$ cat config.mk
export PLATFORM = sky130hd
export DESIGN_NAME = pll_scan_device_flat
export DESIGN_NICKNAME = d
export VERILOG_FILES = /design/src/hw/pll_reconfig_pkg.sv /design/src/hw/pll_link_if.sv /design/src/hw/pll_post_div.sv /design/src/hw/pll_scan_device.sv /design/src/flat_wrapper.sv
export SDC_FILE = /design/constraint.sdc
export NUM_CORES = 1
export LEC_CHECK = 0
export BUFFER_PORTS_ARGS = -buffer_cell sky130_fd_sc_hd__clkbuf_2
export CAP_MARGIN = 20
export CORE_MARGIN = 3
export CORE_UTILIZATION = 30
export CTS_CLUSTER_SIZE = 20
export DETAILED_ROUTE_END_ITERATION = 6
export PLACE_DENSITY = 0.5
export SYNTH_ARGS = -nofsm -noshare
export SYNTH_HDL_FRONTEND = slang
export SYNTH_SLANG_ARGS = --single-unit
$ cat constraint.sdc
create_clock -name pclk -period 11.6 [get_ports pclk]
set_clock_uncertainty 0.15 [all_clocks]
set_input_delay 2.32 -clock pclk [delete_from_list [all_inputs] [get_ports pclk]]
set_output_delay 2.32 -clock pclk [all_outputs]
set_load 0.005 [all_outputs]
$ cat src/hw/pll_reconfig_pkg.sv
// Shared constants for the synthesiser scan reconfiguration ends
package pll_reconfig_pkg;
  // ==========================================================
  // Scan chain layout
  localparam int CHAIN_BITS  = 144;
  localparam int DIV_BITS    = 18;
  localparam int NUM_DIV     = 7;
  localparam int NUM_OUT     = 5;
  localparam int FB_IDX      = 5;
  localparam int PRE_IDX     = 6;
  localparam int NUM_TAP_DIV = 6;
  localparam int CNT_W       = 8;
  localparam int LOW_LSB     = 0;
  localparam int HIGH_LSB    = 8;
  localparam int ODD_BIT     = 16;
  localparam int SKIP_BIT    = 17;
  localparam int PUMP_LSB    = 126;
  localparam int PUMP_W      = 9;
  localparam int FILT_LSB    = 135;
  localparam int FILT_W      = 9;
  localparam logic [DIV_BITS-1:0] DIV_RESET_CFG = 18'h20000;
  localparam logic [PUMP_W-1:0]   PUMP_RESET    = 9'h000;
  localparam logic [FILT_W-1:0]   FILT_RESET    = 9'h000;

  // ==========================================================
  // Oscillator model and phase stepping
  localparam int TAP_W = 3;
  localparam logic [TAP_W-1:0] HALF_TAP  = 3'h4;
  localparam logic [TAP_W-1:0] SEL_ALL_C = 3'h7;

  // ==========================================================
  // Timing
  localparam int PCLK_HZ        = 25_000_000;
  localparam int PCLK_PERIOD_NS = 40;
  localparam int SCAN_MAX_HZ    = 100_000_000;
  localparam int SCAN_HALF_RAW  =
    (PCLK_HZ + 2 * SCAN_MAX_HZ - 1) / (2 * SCAN_MAX_HZ);
  localparam int SCAN_HALF = (SCAN_HALF_RAW < 1) ? 1 : SCAN_HALF_RAW;
  localparam int HALF_W    = 4;
  localparam int LOOP_RESET_NS  = 10;
  localparam int LOOP_RESET_RAW =
    (LOOP_RESET_NS + PCLK_PERIOD_NS - 1) / PCLK_PERIOD_NS;
  localparam int LOOP_RESET_CYC =
    (LOOP_RESET_RAW < 1) ? 1 : LOOP_RESET_RAW;

  // ==========================================================
  // Controller register map
  localparam int ADDR_W    = 8;
  localparam int WORD_W    = 32;
  localparam int IMG_WORDS = 5;
  localparam logic [ADDR_W-1:0] CTRL_OFS = 8'h00;
  localparam logic [ADDR_W-1:0] STAT_OFS = 8'h04;
  localparam logic [ADDR_W-1:0] IMG_OFS  = 8'h10;
  localparam logic [ADDR_W-1:0] IMG_END  = 8'h24;
  localparam int CTRL_START = 0;
  localparam int CTRL_RST   = 1;
  localparam int CTRL_STEP  = 2;
  localparam int CTRL_UP    = 3;
  localparam int CTRL_SEL   = 4;
  localparam int STAT_BUSY  = 0;
  localparam int STAT_DONE  = 1;
  localparam int STAT_PEND  = 2;
endpackage : pll_reconfig_pkg

$ cat src/hw/pll_link_if.sv
// Link between the reconfiguration controller and the synthesiser
`timescale 1ns/1ns
interface pll_link_if;
  logic       scan_clk;
  logic       scan_gate;
  logic       scan_data;
  logic       commit;
  logic       done;
  logic       loop_reset;
  logic       phase_step;
  logic       phase_up;
  logic [2:0] phase_sel;

  modport device (
    input  scan_clk, scan_gate, scan_data, commit, loop_reset,
    input  phase_step, phase_up, phase_sel,
    output done
  );
  modport ctrl (
    output scan_clk, scan_gate, scan_data, commit, loop_reset,
    output phase_step, phase_up, phase_sel,
    input  done
  );
endinterface : pll_link_if

$ cat src/hw/pll_post_div.sv
// One high/low time divider with skip, odd, tap and start delay
`timescale 1ns/1ns
module pll_post_div
  import pll_reconfig_pkg::*;
(
  // Clock, reset and enable
  input  wire logic                pclk,
  input  wire logic                presetn,
  input  wire logic                ce,
  // Oscillator phase and control
  input  wire logic                restart,
  input  wire logic [TAP_W-1:0]    vco_phase,
  input  wire logic [TAP_W-1:0]    tap,
  input  wire logic [CNT_W-1:0]    start_count,
  // New setting handshake
  input  wire logic [DIV_BITS-1:0] cfg_new,
  input  wire logic                load_req,
  output logic                     taken,
  // Divided clock
  output logic                     out_clk
);
  logic [DIV_BITS-1:0] cfg_reg, cfg_next;
  logic [CNT_W:0]      cnt_reg, cnt_next;
  logic [CNT_W-1:0]    dly_reg, dly_next;
  logic                run_reg, run_next;
  logic                out_reg, out_next;
  logic                taken_reg, taken_next;
  logic [TAP_W-1:0]    rel;
  logic [CNT_W-1:0]    hi_n;
  logic [CNT_W:0]      total_n;
  logic                skip_n;

  // ==========================================================
  // Counting
  always_comb begin
    rel        = vco_phase - tap;
    cfg_next   = cfg_reg;
    cnt_next   = cnt_reg;
    dly_next   = dly_reg;
    run_next   = run_reg;
    taken_next = 1'b0;
    if (restart) begin
      cnt_next = '0;
      run_next = 1'b0;
      dly_next = (start_count == '0) ? '0 : start_count - 1'b1;
    end else if (rel == '0) begin
      if (!run_reg) begin
        if (dly_reg == '0) run_next = 1'b1;
        else dly_next = dly_reg - 1'b1;
      end else if (cfg_reg[SKIP_BIT] ||
                   cnt_reg == {1'b0, cfg_reg[HIGH_LSB +: CNT_W]}
                   + {1'b0, cfg_reg[LOW_LSB +: CNT_W]} - 1'b1) begin
        cnt_next = '0;
        // New setting only at this divider's own period end
        if (load_req) begin
          cfg_next   = cfg_new;
          taken_next = 1'b1;
        end
      end else begin
        cnt_next = cnt_reg + 1'b1;
      end
    end
    hi_n    = cfg_next[HIGH_LSB +: CNT_W];
    total_n = {1'b0, hi_n} + {1'b0, cfg_next[LOW_LSB +: CNT_W]};
    skip_n  = cfg_next[SKIP_BIT] || total_n == '0;
    if (!run_next)
      out_next = 1'b0;
    else if (skip_n)
      out_next = rel < HALF_TAP;
    else if (cfg_next[ODD_BIT] && cnt_next == {1'b0, hi_n} - 1'b1)
      out_next = rel < HALF_TAP;
    else
      out_next = cnt_next < {1'b0, hi_n};
  end

  always_ff @(posedge pclk or negedge presetn) begin
    if (!presetn) begin
      cfg_reg   <= DIV_RESET_CFG;
      cnt_reg   <= '0;
      dly_reg   <= '0;
      run_reg   <= 1'b0;
      out_reg   <= 1'b0;
      taken_reg <= 1'b0;
    end else if (ce) begin
      cfg_reg   <= cfg_next;
      cnt_reg   <= cnt_next;
      dly_reg   <= dly_next;
      run_reg   <= run_next;
      out_reg   <= out_next;
      taken_reg <= taken_next;
    end
  end

  assign out_clk = out_reg;
  assign taken   = taken_reg;
endmodule : pll_post_div

$ cat src/hw/pll_scan_device.sv
// Synthesiser end: scan chain, commit handshake, divider bank
`timescale 1ns/1ns

// Summary of operation
// - Bits shift in on scan clock, 100 MHz max
// - Commit copies chain into active settings
// - Each divider switches on its own clock
// - Gate rises one scan cycle before D0
// - First bit taken on second rising edge
// - Gate dropped after exactly 144 bits
// - Done high from commit until dividers loaded
// - Pulse loop reset after divider or loop change
// - No new sequence until done falls
// - Redo phase steps after frequency change
// - Eight-bit high and low VCO counts
// - Skip bit gives divide by one
// - Normal output falls on VCO rising edge
// - Odd select falls half cycle earlier
// - Each divider except the prescaler picks one of eight taps
// - Start delayed by initial count minus one
// - Phase steps move tap, one scan cycle
// - All dividers and loop settings reloadable
// - Cascade: upstream low, downstream high bandwidth
// - Eighteen bits per divider, last C first
module pll_scan_device
  import pll_reconfig_pkg::*;
(
  // Clock, reset and enable
  input  wire logic                          pclk,
  input  wire logic                          presetn,
  input  wire logic                          ce,
  // Link to the controller
  pll_link_if.device                         link,
  // Coarse start count of each divider
  input  wire logic [NUM_DIV-1:0][CNT_W-1:0] start_count,
  // Synthesised clocks
  output logic [NUM_OUT-1:0]                 out_clk,
  output logic                               fb_clk,
  output logic                               pre_clk,
  // Loop settings
  output logic [PUMP_W-1:0]                  pump_current,
  output logic [FILT_W-1:0]                  loop_filter
);
  logic [CHAIN_BITS-1:0]             chain_reg, chain_next;
  logic                              sclk_prev_reg, sclk_prev_next;
  logic                              armed_reg, armed_next;
  logic                              step_prev_reg, step_prev_next;
  logic                              restart_reg, restart_next;
  logic [NUM_DIV-1:0]                load_reg, load_next;
  logic                              done_reg, done_next;
  logic [PUMP_W-1:0]                 pump_reg, pump_next;
  logic [FILT_W-1:0]                 filt_reg, filt_next;
  logic [TAP_W-1:0]                  vco_reg, vco_next;
  logic [NUM_TAP_DIV-1:0][TAP_W-1:0] tap_reg, tap_next;
  logic [NUM_DIV-1:0]                taken;
  logic [NUM_DIV-1:0]                div_clk;
  logic                              rise;
  logic                              commit_now;

  // ==========================================================
  // Scan chain, commit and phase steps
  always_comb begin
    rise           = link.scan_clk && !sclk_prev_reg;
    commit_now     = rise && link.commit;
    sclk_prev_next = link.scan_clk;
    chain_next     = chain_reg;
    armed_next     = armed_reg;
    step_prev_next = step_prev_reg;
    pump_next      = pump_reg;
    filt_next      = filt_reg;
    tap_next       = tap_reg;
    restart_next   = link.loop_reset;
    vco_next       = vco_reg + 1'b1;
    if (rise) begin
      // First edge with the gate up only arms the chain
      armed_next = link.scan_gate;
      if (link.scan_gate && armed_reg)
        chain_next = {link.scan_data, chain_reg[CHAIN_BITS-1:1]};
      step_prev_next = link.phase_step;
      if (link.phase_step && !step_prev_reg) begin
        for (int i = 0; i < NUM_TAP_DIV; i++) begin
          if (link.phase_sel == TAP_W'(i) ||
              (link.phase_sel == SEL_ALL_C && i < NUM_OUT))
            tap_next[i] = link.phase_up ? tap_reg[i] + 1'b1
                                        : tap_reg[i] - 1'b1;
        end
      end
    end
    if (commit_now) begin
      pump_next = chain_reg[PUMP_LSB +: PUMP_W];
      filt_next = chain_reg[FILT_LSB +: FILT_W];
    end
    // A fresh commit wins over a divider finishing in the same cycle
    load_next = load_reg & ~taken;
    if (commit_now)
      load_next = '1;
    if (commit_now)
      done_next = 1'b1;
    else if (load_next == '0)
      done_next = 1'b0;
    else
      done_next = done_reg;
  end

  always_ff @(posedge pclk or negedge presetn) begin
    if (!presetn) begin
      chain_reg     <= '0;
      sclk_prev_reg <= 1'b0;
      armed_reg     <= 1'b0;
      step_prev_reg <= 1'b0;
      restart_reg   <= 1'b0;
      load_reg      <= '0;
      done_reg      <= 1'b0;
      pump_reg      <= PUMP_RESET;
      filt_reg      <= FILT_RESET;
      vco_reg       <= '0;
      tap_reg       <= '0;
    end else if (ce) begin
      chain_reg     <= chain_next;
      sclk_prev_reg <= sclk_prev_next;
      armed_reg     <= armed_next;
      step_prev_reg <= step_prev_next;
      restart_reg   <= restart_next;
      load_reg      <= load_next;
      done_reg      <= done_next;
      pump_reg      <= pump_next;
      filt_reg      <= filt_next;
      vco_reg       <= vco_next;
      tap_reg       <= tap_next;
    end
  end

  // ==========================================================
  // Divider bank: outputs in reverse order, then feedback, prescale
  for (genvar i = 0; i < NUM_DIV; i++) begin : g_div
    localparam int LSB = (i < NUM_OUT) ? (NUM_OUT - 1 - i) * DIV_BITS
                                       : i * DIV_BITS;
    logic [TAP_W-1:0] tap_sel;
    if (i < NUM_TAP_DIV) begin : g_tap
      assign tap_sel = tap_reg[i];
    end else begin : g_notap
      assign tap_sel = '0;
    end
    pll_post_div u_div (
      .pclk        (pclk),
      .presetn     (presetn),
      .ce          (ce),
      .restart     (restart_reg),
      .vco_phase   (vco_reg),
      .tap         (tap_sel),
      .start_count (start_count[i]),
      .cfg_new     (chain_reg[LSB +: DIV_BITS]),
      .load_req    (load_reg[i]),
      .taken       (taken[i]),
      .out_clk     (div_clk[i])
    );
  end

  assign out_clk      = div_clk[NUM_OUT-1:0];
  assign fb_clk       = div_clk[FB_IDX];
  assign pre_clk      = div_clk[PRE_IDX];
  assign pump_current = pump_reg;
  assign loop_filter  = filt_reg;
  assign link.done    = done_reg;
endmodule : pll_scan_device

$ cat src/flat_wrapper.sv
// flat-port wrapper written by rule: the top's interface ports become plain ports
module pll_scan_device_flat import pll_reconfig_pkg::*;
  (pclk, presetn, ce, start_count, out_clk, fb_clk, pre_clk, pump_current, loop_filter, link_scan_clk, link_scan_gate, link_scan_data, link_commit, link_loop_reset, link_phase_step, link_phase_up, link_phase_sel, link_done);
  pll_link_if link_i ();
  input  wire logic pclk;
  input  wire logic presetn;
  input  wire logic ce;
  input  wire logic [NUM_DIV-1:0][CNT_W-1:0] start_count;
  output logic [NUM_OUT-1:0] out_clk;
  output logic fb_clk;
  output logic pre_clk;
  output logic [PUMP_W-1:0] pump_current;
  output logic [FILT_W-1:0] loop_filter;
  input wire logic [$bits(link_i.scan_clk)-1:0] link_scan_clk;
  input wire logic [$bits(link_i.scan_gate)-1:0] link_scan_gate;
  input wire logic [$bits(link_i.scan_data)-1:0] link_scan_data;
  input wire logic [$bits(link_i.commit)-1:0] link_commit;
  input wire logic [$bits(link_i.loop_reset)-1:0] link_loop_reset;
  input wire logic [$bits(link_i.phase_step)-1:0] link_phase_step;
  input wire logic [$bits(link_i.phase_up)-1:0] link_phase_up;
  input wire logic [$bits(link_i.phase_sel)-1:0] link_phase_sel;
  output wire logic [$bits(link_i.done)-1:0] link_done;
  assign link_i.scan_clk = link_scan_clk;
  assign link_i.scan_gate = link_scan_gate;
  assign link_i.scan_data = link_scan_data;
  assign link_i.commit = link_commit;
  assign link_i.loop_reset = link_loop_reset;
  assign link_i.phase_step = link_phase_step;
  assign link_i.phase_up = link_phase_up;
  assign link_i.phase_sel = link_phase_sel;
  assign link_done = link_i.done;
  pll_scan_device u_core (.pclk(pclk), .presetn(presetn), .ce(ce), .link(link_i), .start_count(start_count), .out_clk(out_clk), .fb_clk(fb_clk), .pre_clk(pre_clk), .pump_current(pump_current), .loop_filter(loop_filter));
endmodule
==> impl_metrics.yaml, run 1 <==
timing:
  setup_viol: 0
  layout_setup_ws_ns: 5.12
  finalHoldViolations: 0
  rsz0062_at_grt: "false"
  max_freq_ghz: 0.154
  worst_slew_pin_slew_ns: 1.11
  finalSetupTns_ns: 0
  min_period_ns: 6.48
  final_max_slew_viol_count: 0
  holdWs_ns: 0.332
  timing.final.crit_share_pct: 55.9
  relSlewSlack_pct: 25.8
drt:
  wl_mm: 85.3
  vias_per_cell: 4.94
  wire_per_inst_microns: 16.7
  firstDrtPassIters: 5
  vias: 25300
  drc: 0
  ant_nets: 0
  drtIter0Drc: 1411
yosys:
  synth_area_per_cell_sq_um: 9.43
  synthesis.nets: 3880
  synth-compound-area-share_pct: 12.7
  netlist_instances: 3525
  yosys.area_share.simple_pct: 13.9
  synthMuxAreaShare_pct: 13.7
  syn_area_sq_um: 33200
  synth_seq_area_share_pct: 34.7
  synth_cell_types: 90
  async_reset_ff_share_pct: 100
  yosys_register_bits: 461
  ys.flop_type: "dfrtp_1"
  synthXorXnorAreaFrac_pct: 7.82
  synth_edf_count: 0
  yosys_warnings: 0
  synth_top_family_by_area: "simple AND/OR/NAND/NOR gates"
  synthAdderAreaFrac_pct: 11.2
critical_path:
  end_kind: "register"
  path_class: "register to register"
  cp_max_fo: 29
  cp-startpoint: "u_core.g_div[6].u_div.cfg_reg[9]"
  cp_data_arrival_time_ns: 6.87
  timing.rr.start: "u_core.g_div[6].u_div.cfg_reg[9]"
  cp.required_ns: 11.99
  start_kind: "register"
power_and_ir_drop:
  p_per_area_nw_per_um2: 132
  leakage_nw: 17.2
  irDropWorstVdd_v: 0.000113
finish:
  drive_above_1_share_pct: 17.2
  largest_register_ffs: 144
  area_growth_pct: 12.3
  fillers: 11200
  nNetsFinal: 3938
  multi_input_area_sq_um: 19800
  post-route-cell-area_sq_um: 37300
  regArea_sq_um: 11500
global_routing:
  antenna_found_initial: 5
  grt_usage_pct: 14.6
  grt_max_degree: 162
  gr-total-overflow: 0
  grt_pass1_wl_mm: 138
  first_global_vias: 24800
status:
  outcome: "finished clean"
placement:
  post-place-ws_ns: 5.12
  place_area_sq_um: 35300
  place.gp.congestion: 0.837
  place.port_buffers: 94
  dp_hpwl_mm: 63.2
cts:
  cts_resized: 0
  numCtsBuffers: 57
  cts_buffer_depth: 3
  cts_htree_levels: 2
  cts_tree: "yes"
  post-cts-setup-buffer-count: 0
  root_buffer: "clkbuf_16"
  clock_latency_ns: 0.66
  clkTransAtPathRegs_ns: 0.06
  cts_num_sinks: 461
  cts_hold_buf: 0
worst_hold_path:
  min_from: "u_core.step_prev_reg"
  hp-class: "register to register"
floorplan:
  num_rows: 121
  core-area_sq_um: 109000
  dieHeight_microns: 339
  initial_core_util_pct: 30.4
  die_width_microns: 339
  die-area_sq_um: 115000
  ios: 95
flow_run:
  drv_cap: 0
worst paths after layout:
path	depth (start not counted)	end	slack [ns]
worst max-delay path	21	u_core.g_div[6].u_div.out_clk	5.12
worst min-delay path	2	u_core.step_prev_reg	0.33
worst max register to register	21	u_core.g_div[6].u_div.out_clk	5.12
worst min register to register	2	u_core.step_prev_reg	0.33
max in group asynchronous	3	u_core.restart_reg	7.81
min in group asynchronous	1	u_core.g_div[2].u_div.cfg_reg[4]	1.39
area by class of cell:
cell class / instances / share of cell area [%]
flip-flops and latches: 461 / 30.9
repair buffers: 125 / 1.97
inverters: 382 / 3.84
diodes: 3 / 0.0201
multi-input cells: 2556 / 52.9
well taps: 1476 / 4.95
clock buffers: 79 / 4.37
clock inverters: 28 / 1.02
synth_stat cells, drive strengths merged, types with 20 or more instances:
cell type	count	area (sq um)
ha	266	3330
dfrtp	454	11400
o21ai	203	1030
nor3	172	882
o21a	35	263
clkbuf	93	350
a21oi	199	1010
nand3	71	355
nor2b	32	200
buf	33	170
inv	382	1430
xnor2	166	1500
nor4	35	219
mux2i	59	594
and3	34	213
o22ai	20	125
fa	20	400
nand4	34	213
nand2	197	749
mux2	353	3980
nor2	158	593
xor2	113	990
or3	42	263
a211oi	32	250
nand2b	35	219
per-stage QoR:
stage | total power [mW] | utilization (%) | std cells
3_3_place_gp | 3.05 | 32.3 | 4999
3_5_place_dp | 3.06 | 32.3 | 4999
6_report | 4.92 | 34.1 | 5110
2_1_floorplan | 2.71 | - | 3525
4_1_cts | 5.01 | 34.1 | 5106
5_1_grt | 5.23 | 34.1 | 5107
routing by layer:
metal	GRT usage (%)	routed length, microns	share of wire, %
met5	0	13	0.015
met4	4.18	1960	2.3
met3	2.00	3290	3.9
met2	22.6	37400	44
met1	21.2	42600	50
cell usage in the layout (no fill, tap or decap), types with 71 or more instances in the layout:
| master | n |
|---|---|
| xor2_1 | 113 |
| nand3_1 | 71 |
| xnor2_1 | 162 |
| mux2_2 | 353 |
| a21oi_1 | 197 |
| dfrtp_1 | 453 |
| inv_1 | 380 |
| nand2_1 | 195 |
| nor3_1 | 169 |
| nor2_1 | 155 |
| o21ai_0 | 194 |
| clkbuf_2 | 92 |
| ha_1 | 266 |
cell families (layout without fill, tap and decap cells):
group	count (synthesis)	after routing
compound gates	671	671
xor+xnor	284	284
fa+ha+maj	286	286
buf+inv	508	614
flops	461	461
mux	412	412
other cells	0	3
simple gates	903	903
power breakdown:
group | switching [mW] | internal [mW]
clock | 0.753 | 1.14
sequential | 0.243 | 1.79
combinational | 0.580 | 0.413
total | 1.58 | 3.35
worst max-delay path, cell delays in order (launching register included):
cell and delay [ns]:
dfrtp_1 0.39, inv_1 0.10, ha_1 0.23, inv_1 0.06
ha_1 0.18, inv_1 0.07, fa_1 0.47, xnor2_1 0.21
xnor2_1 0.14, nand4_1 0.14, or4_4 0.57, o31a_2 0.41
nor2_2 0.82, a21oi_1 0.28, inv_1 0.12, ha_1 0.23
or4_1 0.50, nor4_1 0.20, a41oi_1 0.22, o211a_1 0.17
or3_1 0.37, a221o_1 0.30
Note: power is estimated with default switching activity, not from simulation.
==> run 2, diff against run 1 <==
- PLACE_DENSITY: 0.5 -> 0.52
- clock period: 11.6 -> 5.4 ns (I/O delays scaled with it)
==> impl_metrics.yaml, run 2 (synthesis gave the netlist of run 1 again) <==
global_routing:
  grt_usage_pct: 14.6
  grt_pass1_wl_mm: 139
  gr-total-overflow: 0
  grt_max_degree: 99
  antenna_found_initial: 7
  first_global_vias: 25200
timing:
  min_period_ns: 5.25
  timing.final.crit_share_pct: 97.3
  rsz0062_at_grt: "true"
  layout_setup_ws_ns: 0.147
  worst_slew_pin_slew_ns: 0.945
  holdWs_ns: 0.325
  finalHoldViolations: 0
  setup_viol: 0
  relSlewSlack_pct: 36.4
  max_freq_ghz: 0.190
  final_max_slew_viol_count: 0
cts:
  cts_buffer_depth: 3
  cts_tree: "yes"
  clkTransAtPathRegs_ns: 0.06
  root_buffer: "clkbuf_16"
  numCtsBuffers: 57
  cts_htree_levels: 2
  cts_num_sinks: 461
  clock_latency_ns: 0.65
floorplan:
  num_rows: 121
  die-area_sq_um: 115000
  dieHeight_microns: 339
  die_width_microns: 339
  core-area_sq_um: 109000
  ios: 95
  initial_core_util_pct: 30.4
drt:
  drc: 0
  vias_per_cell: 4.94
  vias: 25700
  wl_mm: 85.4
  firstDrtPassIters: 5
  ant_nets: 0
  wire_per_inst_microns: 16.4
  drtIter0Drc: 1586
finish:
  fin_cells: 5213
  final_util_pct: 35.3
  largest_register_ffs: 144
  nNetsFinal: 4043
  area_growth_pct: 16.2
  final_common_cell: "dfrtp_1"
  fillers: 11100
  drive_above_1_share_pct: 21.8
  layout_common_cells: "dfrtp_1, inv_1, mux2_2"
  post-route-cell-area_sq_um: 38600
worst_hold_path:
  hp-class: "register to register"
  min_from: "u_core.step_prev_reg"
  hold_depth: 2
  holdPathEnd: "u_core.step_prev_reg"
critical_path:
  r2r_cells: 23
  cp_data_arrival_time_ns: 5.63
  timing.rr.start: "u_core.g_div[6].u_div.cfg_reg[1]"
  cp_max_fo: 7
  r2r-end: "u_core.g_div[6].u_div.out_clk"
  path_class: "register to register"
  start_kind: "register"
  rrSetupSlack_ns: 0.15
  end_kind: "register"
  cp.required_ns: 5.77
placement:
  dp.cells: 5093
  place.port_buffers: 94
  dp_hpwl_mm: 63.7
  post-place-ws_ns: -0.198
  place_area_sq_um: 36100
  place.gp.congestion: 0.877
power_and_ir_drop:
  irDropWorstVdd_v: 0.000243
  p_per_area_nw_per_um2: 271
  leakage_nw: 17.9
status:
  outcome: "finished clean"
flow_run:
  drv_cap: 0
==> run 2: report_power, final <==
part | leakage (nW) | internal, mW | switching, mW
registers | 6.09 | 3.85 | 0.499
clock network | 0.950 | 2.30 | 1.62
logic | 10.8 | 0.919 | 1.29
==> run 2: how the worst max path moves through the flow <==
stage | to | startpoint | depth (start not counted)
2_1_floorplan | u_core.g_div[3].u_div.out_clk | u_core.g_div[3].u_div.cfg_reg[9] | 26
4_1_cts | u_core.g_div[6].u_div.out_clk | u_core.g_div[6].u_div.cfg_reg[1] | 24
6_report | u_core.g_div[6].u_div.out_clk | u_core.g_div[6].u_div.cfg_reg[1] | 23
3_3_place_gp | u_core.g_div[6].u_div.out_clk | u_core.g_div[6].u_div.cfg_reg[9] | 23
3_5_place_dp | u_core.g_div[6].u_div.out_clk | u_core.g_div[6].u_div.cfg_reg[9] | 24
5_1_grt | u_core.g_div[5].u_div.out_clk | u_core.g_div[5].u_div.cfg_reg[1] | 25
==> run 2: timing repair <==
item | 4_1_cts | 5_1_grt
pin swaps | 8 | 21
setup endpoints to repair | 1 | 7
resized for setup | 15 | 98
setup buffers | 4 | 7
gates cloned | 0 | 2
hold buffers | 0 | 0
==> run 2: final cells by class <==
| cell class | count | area [sq um] | area share, % |
|---|---|---|---|
| Antenna cell | 1 | 2.50 | 0.00648 |
| Inverter | 382 | 1430 | 3.71 |
| Clock inverter | 28 | 325 | 0.842 |
| Timing Repair Buffer | 230 | 1640 | 4.24 |
| Multi-Input combinational cell | 2556 | 20200 | 52.3 |
| Sequential cell | 461 | 11500 | 29.9 |
| Tap cell | 1476 | 1850 | 4.78 |
| Clock buffer | 79 | 1620 | 4.19 |
==> run 2: through the flow <==
step | TNS (ns) | total power, mW
global route | -0.101 | 11.2
finish | 0 | 10.5
global placement | -0.107 | 6.58
floorplan | -0.0167 | 5.83
CTS | 0 | 10.7
detailed placement | -0.198 | 6.62
==> run 2: critical path: stages (launching register included) <==
cell and delay (ns):
dfrtp_1 0.39, inv_2 0.09, ha_4 0.20, inv_2 0.06
ha_4 0.14, inv_2 0.04, fa_2 0.42, nor2b_2 0.15
o21ai_1 0.09, and3_1 0.19, or4_4 0.56, o31a_4 0.31
nor2_4 0.11, buf_6 0.16, a21oi_4 0.07, inv_2 0.07
ha_2 0.18, inv_2 0.04, fa_2 0.52, nor4b_4 0.19
a41oi_2 0.16, o211a_1 0.16, or3_1 0.37, a221o_1 0.29
==> run 2: routing by layer <==
metal	vias to the layer above	global-route usage, %	wire [microns]
li1	12800	-	-
met1	12400	21.0	42200
met2	412	22.7	37800
met3	118	2.17	3320
met4	10	4.10	1940
met5	-	0	80
